### config.mk
export PLATFORM = sky130hd
export DESIGN_NAME = acc_regs
export DESIGN_NICKNAME = d
export VERILOG_FILES = /design/src/common/acc_pkg.sv /design/src/logic/acc_regs.sv
export SDC_FILE = /design/constraint.sdc
export NUM_CORES = 1
export LEC_CHECK = 0
export BUFFER_PORTS_ARGS = -buffer_cell sky130_fd_sc_hd__buf_2
export CAP_MARGIN = 40
export CORE_MARGIN = 2
export CORE_UTILIZATION = 30
export CTS_CLUSTER_DIAMETER = 30
export DETAILED_ROUTE_END_ITERATION = 16
export HOLD_SLACK_MARGIN = 0.12
export MAX_ROUTING_LAYER = met4
export PLACE_DENSITY_LB_ADDON = 0.1
export SLEW_MARGIN = 20
export SYNTH_ARGS = -nofsm -noshare
export SYNTH_HDL_FRONTEND = slang
export SYNTH_SLANG_ARGS = --single-unit
### constraint.sdc
create_clock -name pclk -period 2.6 [get_ports pclk]
set_input_delay 0 -clock pclk [delete_from_list [all_inputs] [get_ports pclk]]
set_output_delay 0 -clock pclk [all_outputs]
set_load 0.01 [all_outputs]
### src/common/acc_pkg.sv
package acc_pkg;

    // ==========================================================
    // Register indices (printed offsets are word indices)
    // ==========================================================
    localparam logic [7:0] IDX_CHAN1_OFFSET_CAL_LOW  = 8'h10;
    localparam logic [7:0] IDX_CHAN1_GAIN_CAL_HIGH   = 8'h11;
    localparam logic [7:0] IDX_CHAN1_GAIN_CAL_LOW    = 8'h12;
    localparam logic [7:0] IDX_CHAN2_CONFIG          = 8'h13;
    localparam logic [7:0] IDX_CHAN2_OFFSET_CAL_HIGH = 8'h14;
    localparam logic [7:0] IDX_CHAN2_OFFSET_CAL_LOW  = 8'h15;
    localparam logic [7:0] IDX_CHAN2_GAIN_CAL_HIGH   = 8'h16;
    localparam logic [7:0] IDX_CHAN2_GAIN_CAL_LOW    = 8'h17;

    // ==========================================================
    // Field positions
    // ==========================================================
    localparam int PHASE_MSB      = 15;
    localparam int PHASE_LSB      = 6;
    localparam int DC_BYPASS_BIT  = 2;
    localparam int INSEL_MSB      = 1;
    localparam int INSEL_LSB      = 0;
    localparam int LOW_BYTE_MSB   = 15;
    localparam int LOW_BYTE_LSB   = 8;

    // ==========================================================
    // Reset values
    // ==========================================================
    localparam logic [15:0] RST_GAIN_HIGH   = 16'h8000;
    localparam logic [15:0] RST_OFFSET_HIGH = 16'h0000;
    localparam logic [7:0]  RST_LOW_BYTE    = 8'h00;
    localparam logic [9:0]  RST_PHASE       = 10'h000;
    localparam logic        RST_DC_BYPASS   = 1'b0;

    // ==========================================================
    // Input selector encodings
    // ==========================================================
    typedef enum logic [1:0] {
        ACC_IN_NORMAL  = 2'h0,
        ACC_IN_SHORTED = 2'h1,
        ACC_IN_TEST_P  = 2'h2,
        ACC_IN_TEST_N  = 2'h3
    } acc_insel_t;

    // ==========================================================
    // Carriers
    // ==========================================================
    typedef struct packed {
        logic [9:0] phase_delay;
        logic       dc_filter_bypass;
        acc_insel_t input_select;
    } acc_chan_cfg_t;

    typedef struct packed {
        logic [23:0] offset;
        logic [23:0] gain;
    } acc_cal_t;

endpackage

### src/logic/acc_regs.sv
// Behaviour
// - Config bits 15:6 hold signed phase delay
// - Config bit 2 bypasses DC filter
// - Two-bit input select: normal, short, test
// - Config resets to normal, zero phase, global
// - Chan1 offset low byte in upper byte
// - Chan1 gain high word resets 8000h
// - Chan1 gain low byte upper, lower zero
// - Chan2 offset high word RW, reset zero
// - Chan2 offset low byte upper, lower zero
// - Chan2 gain high word resets 8000h
module acc_regs
    import acc_pkg::*;
(
    input  wire logic          pclk,
    input  wire logic          presetn,
    input  wire logic          psel,
    input  wire logic          penable,
    input  wire logic          pwrite,
    input  wire logic [11:0]   paddr,
    input  wire logic [31:0]   pwdata,
    input  wire logic [3:0]    pstrb,
    output logic               pready,
    output logic [31:0]        prdata,
    output logic               pslverr,
    output acc_chan_cfg_t      chan2_cfg,
    output logic [23:0]        chan1_gain,
    output logic [7:0]         chan1_offset_low_byte,
    output acc_cal_t           chan2_cal,
    output logic               chan2_phase_negative
);

    // ==========================================================
    // Storage
    // ==========================================================
    logic [7:0]  chan1_offset_low;
    logic [15:0] chan1_gain_high;
    logic [7:0]  chan1_gain_low;
    logic [9:0]  chan2_phase;
    logic        chan2_bypass;
    logic [1:0]  chan2_insel;
    logic [15:0] chan2_offset_high;
    logic [7:0]  chan2_offset_low;
    logic [15:0] chan2_gain_high;
    logic [7:0]  chan2_gain_low;

    logic [7:0]  next_chan1_offset_low;
    logic [15:0] next_chan1_gain_high;
    logic [7:0]  next_chan1_gain_low;
    logic [9:0]  next_chan2_phase;
    logic        next_chan2_bypass;
    logic [1:0]  next_chan2_insel;
    logic [15:0] next_chan2_offset_high;
    logic [7:0]  next_chan2_offset_low;
    logic [15:0] next_chan2_gain_high;
    logic [7:0]  next_chan2_gain_low;

    logic        wr_en;
    logic        rd_en;
    logic [7:0]  idx;
    logic        idx_ok;
    logic [15:0] wmask;
    logic [15:0] wd;

    // ==========================================================
    // Bus decode
    // ==========================================================
    // One wait state: pready answers in the second access cycle
    assign idx    = paddr[9:2];
    assign idx_ok = (paddr[11:10] == 2'h0) && (paddr[1:0] == 2'h0)
                    && (idx >= IDX_CHAN1_OFFSET_CAL_LOW)
                    && (idx <= IDX_CHAN2_GAIN_CAL_LOW);
    // Commit only at the pready edge, so a held request lands once
    assign wr_en  = psel && penable && pwrite && idx_ok && pready;
    assign rd_en  = psel && penable && !pwrite;
    assign wmask  = {{8{pstrb[1]}}, {8{pstrb[0]}}};

    // Merge write data into the current value under byte strobes
    function automatic logic [15:0] merge(input logic [15:0] cur,
                                          input logic [15:0] dat,
                                          input logic [15:0] msk);
        merge = (cur & ~msk) | (dat & msk);
    endfunction

    // ==========================================================
    // Register next values
    // ==========================================================
    always_comb begin
        logic [15:0] cfg_cur;
        logic [15:0] cfg_new;
        cfg_cur = '0;
        cfg_new = '0;
        wd      = pwdata[15:0];
        next_chan1_offset_low  = chan1_offset_low;
        next_chan1_gain_high   = chan1_gain_high;
        next_chan1_gain_low    = chan1_gain_low;
        next_chan2_phase       = chan2_phase;
        next_chan2_bypass      = chan2_bypass;
        next_chan2_insel       = chan2_insel;
        next_chan2_offset_high = chan2_offset_high;
        next_chan2_offset_low  = chan2_offset_low;
        next_chan2_gain_high   = chan2_gain_high;
        next_chan2_gain_low    = chan2_gain_low;
        if (wr_en) begin
            case (idx)
                IDX_CHAN1_OFFSET_CAL_LOW: begin
                    if (pstrb[1]) begin
                        next_chan1_offset_low = wd[LOW_BYTE_MSB:LOW_BYTE_LSB];
                    end
                end
                IDX_CHAN1_GAIN_CAL_HIGH: begin
                    next_chan1_gain_high = merge(chan1_gain_high, wd, wmask);
                end
                IDX_CHAN1_GAIN_CAL_LOW: begin
                    if (pstrb[1]) begin
                        next_chan1_gain_low = wd[LOW_BYTE_MSB:LOW_BYTE_LSB];
                    end
                end
                IDX_CHAN2_CONFIG: begin
                    cfg_cur = {chan2_phase, 3'h0, chan2_bypass, chan2_insel};
                    cfg_new = merge(cfg_cur, wd, wmask);
                    next_chan2_phase  = cfg_new[PHASE_MSB:PHASE_LSB];
                    next_chan2_bypass = cfg_new[DC_BYPASS_BIT];
                    next_chan2_insel  = cfg_new[INSEL_MSB:INSEL_LSB];
                    // Bits 5:3 are dropped here so they never store
                end
                IDX_CHAN2_OFFSET_CAL_HIGH: begin
                    next_chan2_offset_high =
                        merge(chan2_offset_high, wd, wmask);
                end
                IDX_CHAN2_OFFSET_CAL_LOW: begin
                    if (pstrb[1]) begin
                        next_chan2_offset_low = wd[LOW_BYTE_MSB:LOW_BYTE_LSB];
                    end
                end
                IDX_CHAN2_GAIN_CAL_HIGH: begin
                    next_chan2_gain_high = merge(chan2_gain_high, wd, wmask);
                end
                IDX_CHAN2_GAIN_CAL_LOW: begin
                    if (pstrb[1]) begin
                        next_chan2_gain_low = wd[LOW_BYTE_MSB:LOW_BYTE_LSB];
                    end
                end
                default: begin
                end
            endcase
        end
    end

    always_ff @(posedge pclk or negedge presetn) begin
        if (!presetn) begin
            chan1_offset_low  <= RST_LOW_BYTE;
            chan1_gain_high   <= RST_GAIN_HIGH;
            chan1_gain_low    <= RST_LOW_BYTE;
            chan2_phase       <= RST_PHASE;
            chan2_bypass      <= RST_DC_BYPASS;
            chan2_insel       <= ACC_IN_NORMAL;
            chan2_offset_high <= RST_OFFSET_HIGH;
            chan2_offset_low  <= RST_LOW_BYTE;
            chan2_gain_high   <= RST_GAIN_HIGH;
            chan2_gain_low    <= RST_LOW_BYTE;
        end else begin
            chan1_offset_low  <= next_chan1_offset_low;
            chan1_gain_high   <= next_chan1_gain_high;
            chan1_gain_low    <= next_chan1_gain_low;
            chan2_phase       <= next_chan2_phase;
            chan2_bypass      <= next_chan2_bypass;
            chan2_insel       <= next_chan2_insel;
            chan2_offset_high <= next_chan2_offset_high;
            chan2_offset_low  <= next_chan2_offset_low;
            chan2_gain_high   <= next_chan2_gain_high;
            chan2_gain_low    <= next_chan2_gain_low;
        end
    end

    // ==========================================================
    // Read path and bus answer
    // ==========================================================
    logic [31:0] next_prdata;
    logic        next_pslverr;

    always_comb begin
        next_prdata  = '0;
        next_pslverr = 1'b0;
        if (rd_en) begin
            case (idx_ok ? idx : 8'hff)
                IDX_CHAN1_OFFSET_CAL_LOW:
                    next_prdata = {16'h0, chan1_offset_low, 8'h00};
                IDX_CHAN1_GAIN_CAL_HIGH:
                    next_prdata = {16'h0, chan1_gain_high};
                IDX_CHAN1_GAIN_CAL_LOW:
                    next_prdata = {16'h0, chan1_gain_low, 8'h00};
                IDX_CHAN2_CONFIG:
                    next_prdata = {16'h0, chan2_phase, 3'h0,
                                   chan2_bypass, chan2_insel};
                IDX_CHAN2_OFFSET_CAL_HIGH:
                    next_prdata = {16'h0, chan2_offset_high};
                IDX_CHAN2_OFFSET_CAL_LOW:
                    next_prdata = {16'h0, chan2_offset_low, 8'h00};
                IDX_CHAN2_GAIN_CAL_HIGH:
                    next_prdata = {16'h0, chan2_gain_high};
                IDX_CHAN2_GAIN_CAL_LOW:
                    next_prdata = {16'h0, chan2_gain_low, 8'h00};
                default:
                    next_pslverr = 1'b1;
            endcase
        end else if (psel && penable && !idx_ok) begin
            next_pslverr = 1'b1;
        end
    end

    // pready is registered, so each access phase lasts two cycles
    always_ff @(posedge pclk or negedge presetn) begin
        if (!presetn) begin
            pready  <= 1'b0;
            prdata  <= '0;
            pslverr <= 1'b0;
        end else begin
            pready  <= psel && penable && !pready;
            prdata  <= next_prdata;
            pslverr <= next_pslverr;
        end
    end

    // ==========================================================
    // Outputs to the datapath
    // ==========================================================
    always_ff @(posedge pclk or negedge presetn) begin
        if (!presetn) begin
            chan2_cfg             <= '0;
            chan1_gain            <= {RST_GAIN_HIGH, RST_LOW_BYTE};
            chan1_offset_low_byte <= RST_LOW_BYTE;
            chan2_cal             <= {RST_OFFSET_HIGH, RST_LOW_BYTE,
                                      RST_GAIN_HIGH, RST_LOW_BYTE};
            chan2_phase_negative  <= 1'b0;
        end else begin
            chan2_cfg             <= {next_chan2_phase, next_chan2_bypass,
                                      acc_insel_t'(next_chan2_insel)};
            chan1_gain            <= {next_chan1_gain_high,
                                      next_chan1_gain_low};
            chan1_offset_low_byte <= next_chan1_offset_low;
            chan2_cal             <= {next_chan2_offset_high,
                                      next_chan2_offset_low,
                                      next_chan2_gain_high,
                                      next_chan2_gain_low};
            chan2_phase_negative  <= next_chan2_phase[9];
        end
    end

    // ==========================================================
    // Checks
    // ==========================================================
    AST_CFG_RSVD_ZERO: assert property (@(posedge pclk) disable iff (!presetn)
        (pready && $past(rd_en) && $past(idx) == IDX_CHAN2_CONFIG
         && $past(idx_ok)) |-> prdata[5:3] == 3'h0)
        else $error("config reserved bits read nonzero");
    AST_LOW_RSVD_ZERO: assert property (@(posedge pclk) disable iff (!presetn)
        (pready && $past(rd_en) && $past(idx_ok)
         && $past(idx) != IDX_CHAN1_GAIN_CAL_HIGH
         && $past(idx) != IDX_CHAN2_CONFIG
         && $past(idx) != IDX_CHAN2_OFFSET_CAL_HIGH
         && $past(idx) != IDX_CHAN2_GAIN_CAL_HIGH)
        |-> prdata[7:0] == 8'h00)
        else $error("low register reserved byte read nonzero");
    AST_PHASE_WRITE: assert property (@(posedge pclk) disable iff (!presetn)
        (wr_en && idx == IDX_CHAN2_CONFIG && pstrb[1] && pstrb[0])
        |=> chan2_cfg.phase_delay == $past(pwdata[15:6]))
        else $error("phase delay not stored");
    AST_BYPASS_WRITE: assert property (@(posedge pclk) disable iff (!presetn)
        (wr_en && idx == IDX_CHAN2_CONFIG && pstrb[0])
        |=> chan2_cfg.dc_filter_bypass == $past(pwdata[2]))
        else $error("dc bypass not stored");
    AST_INSEL_WRITE: assert property (@(posedge pclk) disable iff (!presetn)
        (wr_en && idx == IDX_CHAN2_CONFIG && pstrb[0])
        |=> chan2_cfg.input_select == $past(pwdata[1:0]))
        else $error("input select not stored");
    AST_CFG_RESET: assert property (@(posedge pclk)
        $rose(presetn) |-> chan2_cfg == '0)
        else $error("config not reset");
    AST_C1GAIN_LOW: assert property (@(posedge pclk) disable iff (!presetn)
        (wr_en && idx == IDX_CHAN1_GAIN_CAL_LOW && pstrb[1])
        |=> chan1_gain[7:0] == $past(pwdata[15:8]))
        else $error("chan1 gain low byte wrong");
    AST_C1GAIN_HIGH: assert property (@(posedge pclk) disable iff (!presetn)
        (wr_en && idx == IDX_CHAN1_GAIN_CAL_HIGH && pstrb[1:0] == 2'h3)
        |=> chan1_gain[23:8] == $past(pwdata[15:0]))
        else $error("chan1 gain high word wrong");
    AST_C2OFF_HIGH: assert property (@(posedge pclk) disable iff (!presetn)
        (wr_en && idx == IDX_CHAN2_OFFSET_CAL_HIGH && pstrb[1:0] == 2'h3)
        |=> chan2_cal.offset[23:8] == $past(pwdata[15:0]))
        else $error("chan2 offset high wrong");
    AST_C2OFF_LOW: assert property (@(posedge pclk) disable iff (!presetn)
        (wr_en && idx == IDX_CHAN2_OFFSET_CAL_LOW && pstrb[1])
        |=> chan2_cal.offset[7:0] == $past(pwdata[15:8]))
        else $error("chan2 offset low wrong");
    AST_C2GAIN_HIGH: assert property (@(posedge pclk) disable iff (!presetn)
        (wr_en && idx == IDX_CHAN2_GAIN_CAL_HIGH && pstrb[1:0] == 2'h3)
        |=> chan2_cal.gain[23:8] == $past(pwdata[15:0]))
        else $error("chan2 gain high wrong");
    AST_C1OFF_KEEP: assert property (@(posedge pclk) disable iff (!presetn)
        (wr_en && idx == IDX_CHAN1_OFFSET_CAL_LOW && !pstrb[1])
        |=> $stable(chan1_offset_low_byte))
        else $error("low-lane write changed offset byte");

endmodule

==> impl_metrics.prom <==
# TYPE chip_impl_metric gauge
chip_impl_metric{name="finished_cell_area",unit="mm2"} 0.00669
chip_impl_metric{name="yosysUniqueCellTypes",unit=""} 48
chip_impl_metric{name="power_per_cell_area",unit="mW/mm2"} 489
chip_impl_metric{name="syn-mean-instance-area",unit="um2"} 14.2
chip_impl_metric{name="synthToLayoutAreaGrowth",unit="%"} 30.8
chip_impl_metric{name="cts_htree_levels",unit=""} 3
chip_impl_info{name="outcome",value="completed"} 1
chip_impl_info{name="synthFlopType",value="sky130_fd_sc_hd__dfrtp_1"} 1
chip_impl_metric{name="fin_crit_sh",unit="%"} 88.2
chip_impl_metric{name="synthDominantCellAreaShare",unit="%"} 53.4
chip_impl_metric{name="worst_slew_pin_slew",unit="ns"} 0.609
chip_impl_metric{name="detailed_route_via_count",unit=""} 3683
chip_impl_metric{name="grt_max_degree",unit=""} 46
chip_impl_metric{name="hold-worst-slack",unit="ns"} 0.127
chip_impl_info{name="worstSetupStartpointType",value="primary input"} 1
chip_impl_metric{name="synth_area",unit="mm2"} 0.00511
chip_impl_metric{name="syn_inst",unit=""} 360
chip_impl_metric{name="hold_viol",unit=""} 0
chip_impl_metric{name="die_width",unit="um"} 135
chip_impl_metric{name="tritoncts.num_buffers",unit=""} 9
chip_impl_metric{name="effective_utilization_at_floorplan",unit="%"} 30.7
chip_impl_metric{name="final.setup_skew",unit="ns"} 0.00511
chip_impl_info{name="mostFrequentLayoutCells",value="sky130_fd_sc_hd__buf_2, sky130_fd_sc_hd__dfrtp_1, sky130_fd_sc_hd__mux2_2, sky130_fd_sc_hd__buf_4, sky130_fd_sc_hd__dlygate4sd3_1"} 1
chip_impl_metric{name="vias_in_the_first_global_route",unit=""} 3966
chip_impl_metric{name="cts_max_path_buffers",unit=""} 2
chip_impl_metric{name="gpl.final_weighted_congestion",unit=""} 0.731
chip_impl_metric{name="routed_via_density",unit=""} 4.75
chip_impl_metric{name="first_pass_iteration_count_of_the_detailed_router",unit=""} 4
chip_impl_info{name="clockRootBuffer",value="sky130_fd_sc_hd__clkbuf_16"} 1
chip_impl_metric{name="synth.ff_latch_count",unit=""} 111
chip_impl_metric{name="crit_path_max_fanout",unit=""} 5
chip_impl_info{name="tritoncts",value="yes"} 1
chip_impl_metric{name="globalRouteTotalUtil",unit="%"} 17.7
chip_impl_metric{name="nFillCells",unit=""} 1648
chip_impl_info{name="criticalPathCategory",value="primary input to register"} 1
chip_impl_metric{name="timing_max_transition_violations_final",unit=""} 0
chip_impl_metric{name="max_freq",unit="MHz"} 436
chip_impl_metric{name="core_area",unit="mm2"} 0.0166
chip_impl_metric{name="total_leakage_power",unit="uW"} 0.00356
chip_impl_metric{name="yosys_warnings",unit=""} 0
chip_impl_metric{name="antenna_cells_inserted",unit=""} 0
chip_impl_metric{name="worst-r2r-cell-count",unit=""} 3
chip_impl_info{name="synth.top_cells.by_area",value="sky130_fd_sc_hd__dfrtp_1, sky130_fd_sc_hd__mux2_2, sky130_fd_sc_hd__mux4_2, sky130_fd_sc_hd__buf_4, sky130_fd_sc_hd__mux2i_1"} 1
chip_impl_info{name="r2r_end",value="chan2_cal[44]"} 1
chip_impl_metric{name="finalWirelength",unit="um"} 15200
chip_impl_info{name="timing.hold.worst.start",value="paddr[5]"} 1
chip_impl_metric{name="vdd_drop_max",unit="uV"} 301
chip_impl_metric{name="clock_insertion_delay_worst_skew",unit="ns"} 0.36
chip_impl_metric{name="hold-path-cell-count",unit=""} 4
chip_impl_metric{name="drv.max_cap_violation_count",unit=""} 0
chip_impl_metric{name="crit_required",unit="ns"} 2.83
chip_impl_metric{name="finalCriticalPeriod",unit="ns"} 2.29
chip_impl_info{name="worst_hold_path_type",value="primary input to register"} 1
chip_impl_metric{name="post_dp_cell_area",unit="mm2"} 0.00618
chip_impl_metric{name="rrSetupSlack",unit="ns"} 0.78
chip_impl_metric{name="yosysSeqAreaShare",unit="%"} 54.4
chip_impl_metric{name="final_core_utilization",unit="%"} 40.2
chip_impl_metric{name="totalNegativeSetupSlack",unit="ns"} 0
chip_impl_metric{name="design.die.area",unit="mm2"} 0.0181
chip_impl_info{name="worst_r2r_start",value="pready"} 1
chip_impl_metric{name="drtIter0Drc",unit=""} 179
chip_impl_info{name="rsz0062_at_grt",value="no"} 1
chip_impl_metric{name="io_pins",unit=""} 181
chip_impl_metric{name="grt_antenna_before_repair",unit=""} 0
chip_impl_metric{name="setup_violating_endpoint_count_in_the_final_report",unit=""} 0
chip_impl_metric{name="placement_rows",unit=""} 47
chip_impl_metric{name="die_height",unit="um"} 135
chip_impl_metric{name="maxSlewHeadroom",unit="%"} 59.4
chip_impl_info{name="min_to",value="pslverr"} 1
chip_impl_metric{name="finalNetCount",unit=""} 603
chip_impl_metric{name="detail_route.drc_violations",unit=""} 0
chip_impl_metric{name="path_clk_slew",unit="ns"} 0.07
chip_impl_metric{name="synth-async-reset-ratio",unit="%"} 100
chip_impl_metric{name="layout-drive-gt1-share",unit="%"} 56.8
chip_impl_info{name="timing.critical_path.slowest_stage_cell",value="sky130_fd_sc_hd__or4_4"} 1
chip_impl_metric{name="critical-path-max-stage-delay",unit="ns"} 0.60
chip_impl_info{name="mostFrequentLayoutCell",value="sky130_fd_sc_hd__buf_2"} 1
chip_impl_metric{name="dpl.hpwl",unit="um"} 10900
chip_impl_metric{name="antenna_violating_nets_post_route",unit=""} 0
chip_impl_metric{name="number_of_sinks_on_the_clock_net",unit=""} 111
chip_impl_metric{name="wl_per_cell",unit="um"} 19.6
chip_impl_info{name="worst_setup_path_end_kind",value="register"} 1
chip_impl_metric{name="grt_first_pass_wirelength",unit="um"} 23000
chip_impl_metric{name="timing.critical_path.arrival",unit="ns"} 2.53
chip_impl_info{name="worstPathCellList",value="dlygate4sd3_1 > buf_2 > or3_1 > or4_4 > nor2_2 > buf_4 > mux2_1"} 1
chip_impl_metric{name="port-buffer-count",unit=""} 146
chip_impl_info{name="post_synth_top_area_cell",value="sky130_fd_sc_hd__dfrtp_1"} 1
chip_impl_metric{name="number_of_enable_type_register_cells_in_the_synthesized_netlist",unit=""} 0
chip_impl_metric{name="post-cts-setup-buffers",unit=""} 0
chip_impl_metric{name="globalRouteOverflowTotal",unit=""} 0
## stage by stage
stage,worst slack [ns],total power (uW),instances
after global placement,0.319,1930,737
after floorplan,0.513,1840,375
final,0.306,3270,775
after global routing,0.221,3390,775
after CTS,0.311,3320,775
after detailed placement,0.268,1940,737
## critical path, delay by kind of cell
family,cells,cell delay (ns)
buf+inv,3,0.91
mux,1,0.34
simple gates,3,1.29
## cells by family (layout without fill, tap and decap cells)
family                 count (synthesis)  in the layout  synth area share (%)
buffers and inverters                 32            212                  3.92
muxes                                123            123                  29.0
and+or+nand+nor                       69             69                  9.20
AOI/OAI and AO/OA                     24             24                  3.45
DFF                                  111            111                  54.4
other                                  1             16                0.0734
## what timing repair did
| item | CTS | global route |
|---|---|---|
| hold buffers | 22 | 0 |
| resized for setup | 0 | 0 |
| endpoints found under the hold margin | 138 | 0 |
## cell type report
cell class / count / area [um2] / area share (%)
well taps: 220 / 275 / 4.12
inverters: 1 / 3.75 / 0.0561
clock inverters: 5 / 32.5 / 0.486
flip-flops and latches: 111 / 2780 / 41.6
repair buffers: 195 / 1160 / 17.3
clock buffers: 11 / 253 / 3.78
multi-input cells: 232 / 2190 / 32.7
## synthesized netlist by cell type, drive strengths merged (2+ instances only)
| cell type | number |
|---|---|
| dfrtp | 109 |
| mux2 | 100 |
| buf | 24 |
| nor2 | 20 |
| mux2i | 13 |
| mux4 | 10 |
| nand2 | 9 |
| a21oi | 7 |
| clkbuf | 7 |
| nor3 | 7 |
| nor4 | 6 |
| a32oi | 4 |
| nand2b | 4 |
| nand3 | 4 |
| nand4 | 4 |
| or4 | 4 |
| a22oi | 3 |
| nand3b | 3 |
| a222oi | 2 |
| dfstp | 2 |
| o21ai | 2 |
| o2bb2ai | 2 |
| or2 | 2 |
## worst max-delay path by stage
stage                         from        endpoint  slack, ns  cells after the start
after detailed placement  paddr[0]  chan1_gain[15]       0.27                      6
after global placement    paddr[0]   chan1_gain[8]       0.32                      6
after CTS                 paddr[1]  chan1_gain[15]       0.31                      7
after floorplan             pready   chan2_cal[40]       0.51                      4
final                     paddr[1]  chan1_gain[15]       0.31                      7
after global routing      paddr[1]  chan1_gain[15]       0.22                      7
## per-layer routing
| layer | global-route usage [%] | routed length, um | vias to the layer above |
|---|---|---|---|
| li1 | - | - | 1673 |
| met1 | 22.4 | 6840 | 1881 |
| met4 | 6.96 | 288 | 0 |
| met5 | - | 0 | - |
| met3 | 2.97 | 684 | 18 |
| met2 | 28.5 | 7410 | 111 |
## where the power goes
part | leakage [uW] | internal, uW | switching [uW]
registers | 0.00154 | 1730 | 1.65
logic | 0.00188 | 70.3 | 125
clock network | 0.000145 | 702 | 642
Power figures use the tool's default switching activity.
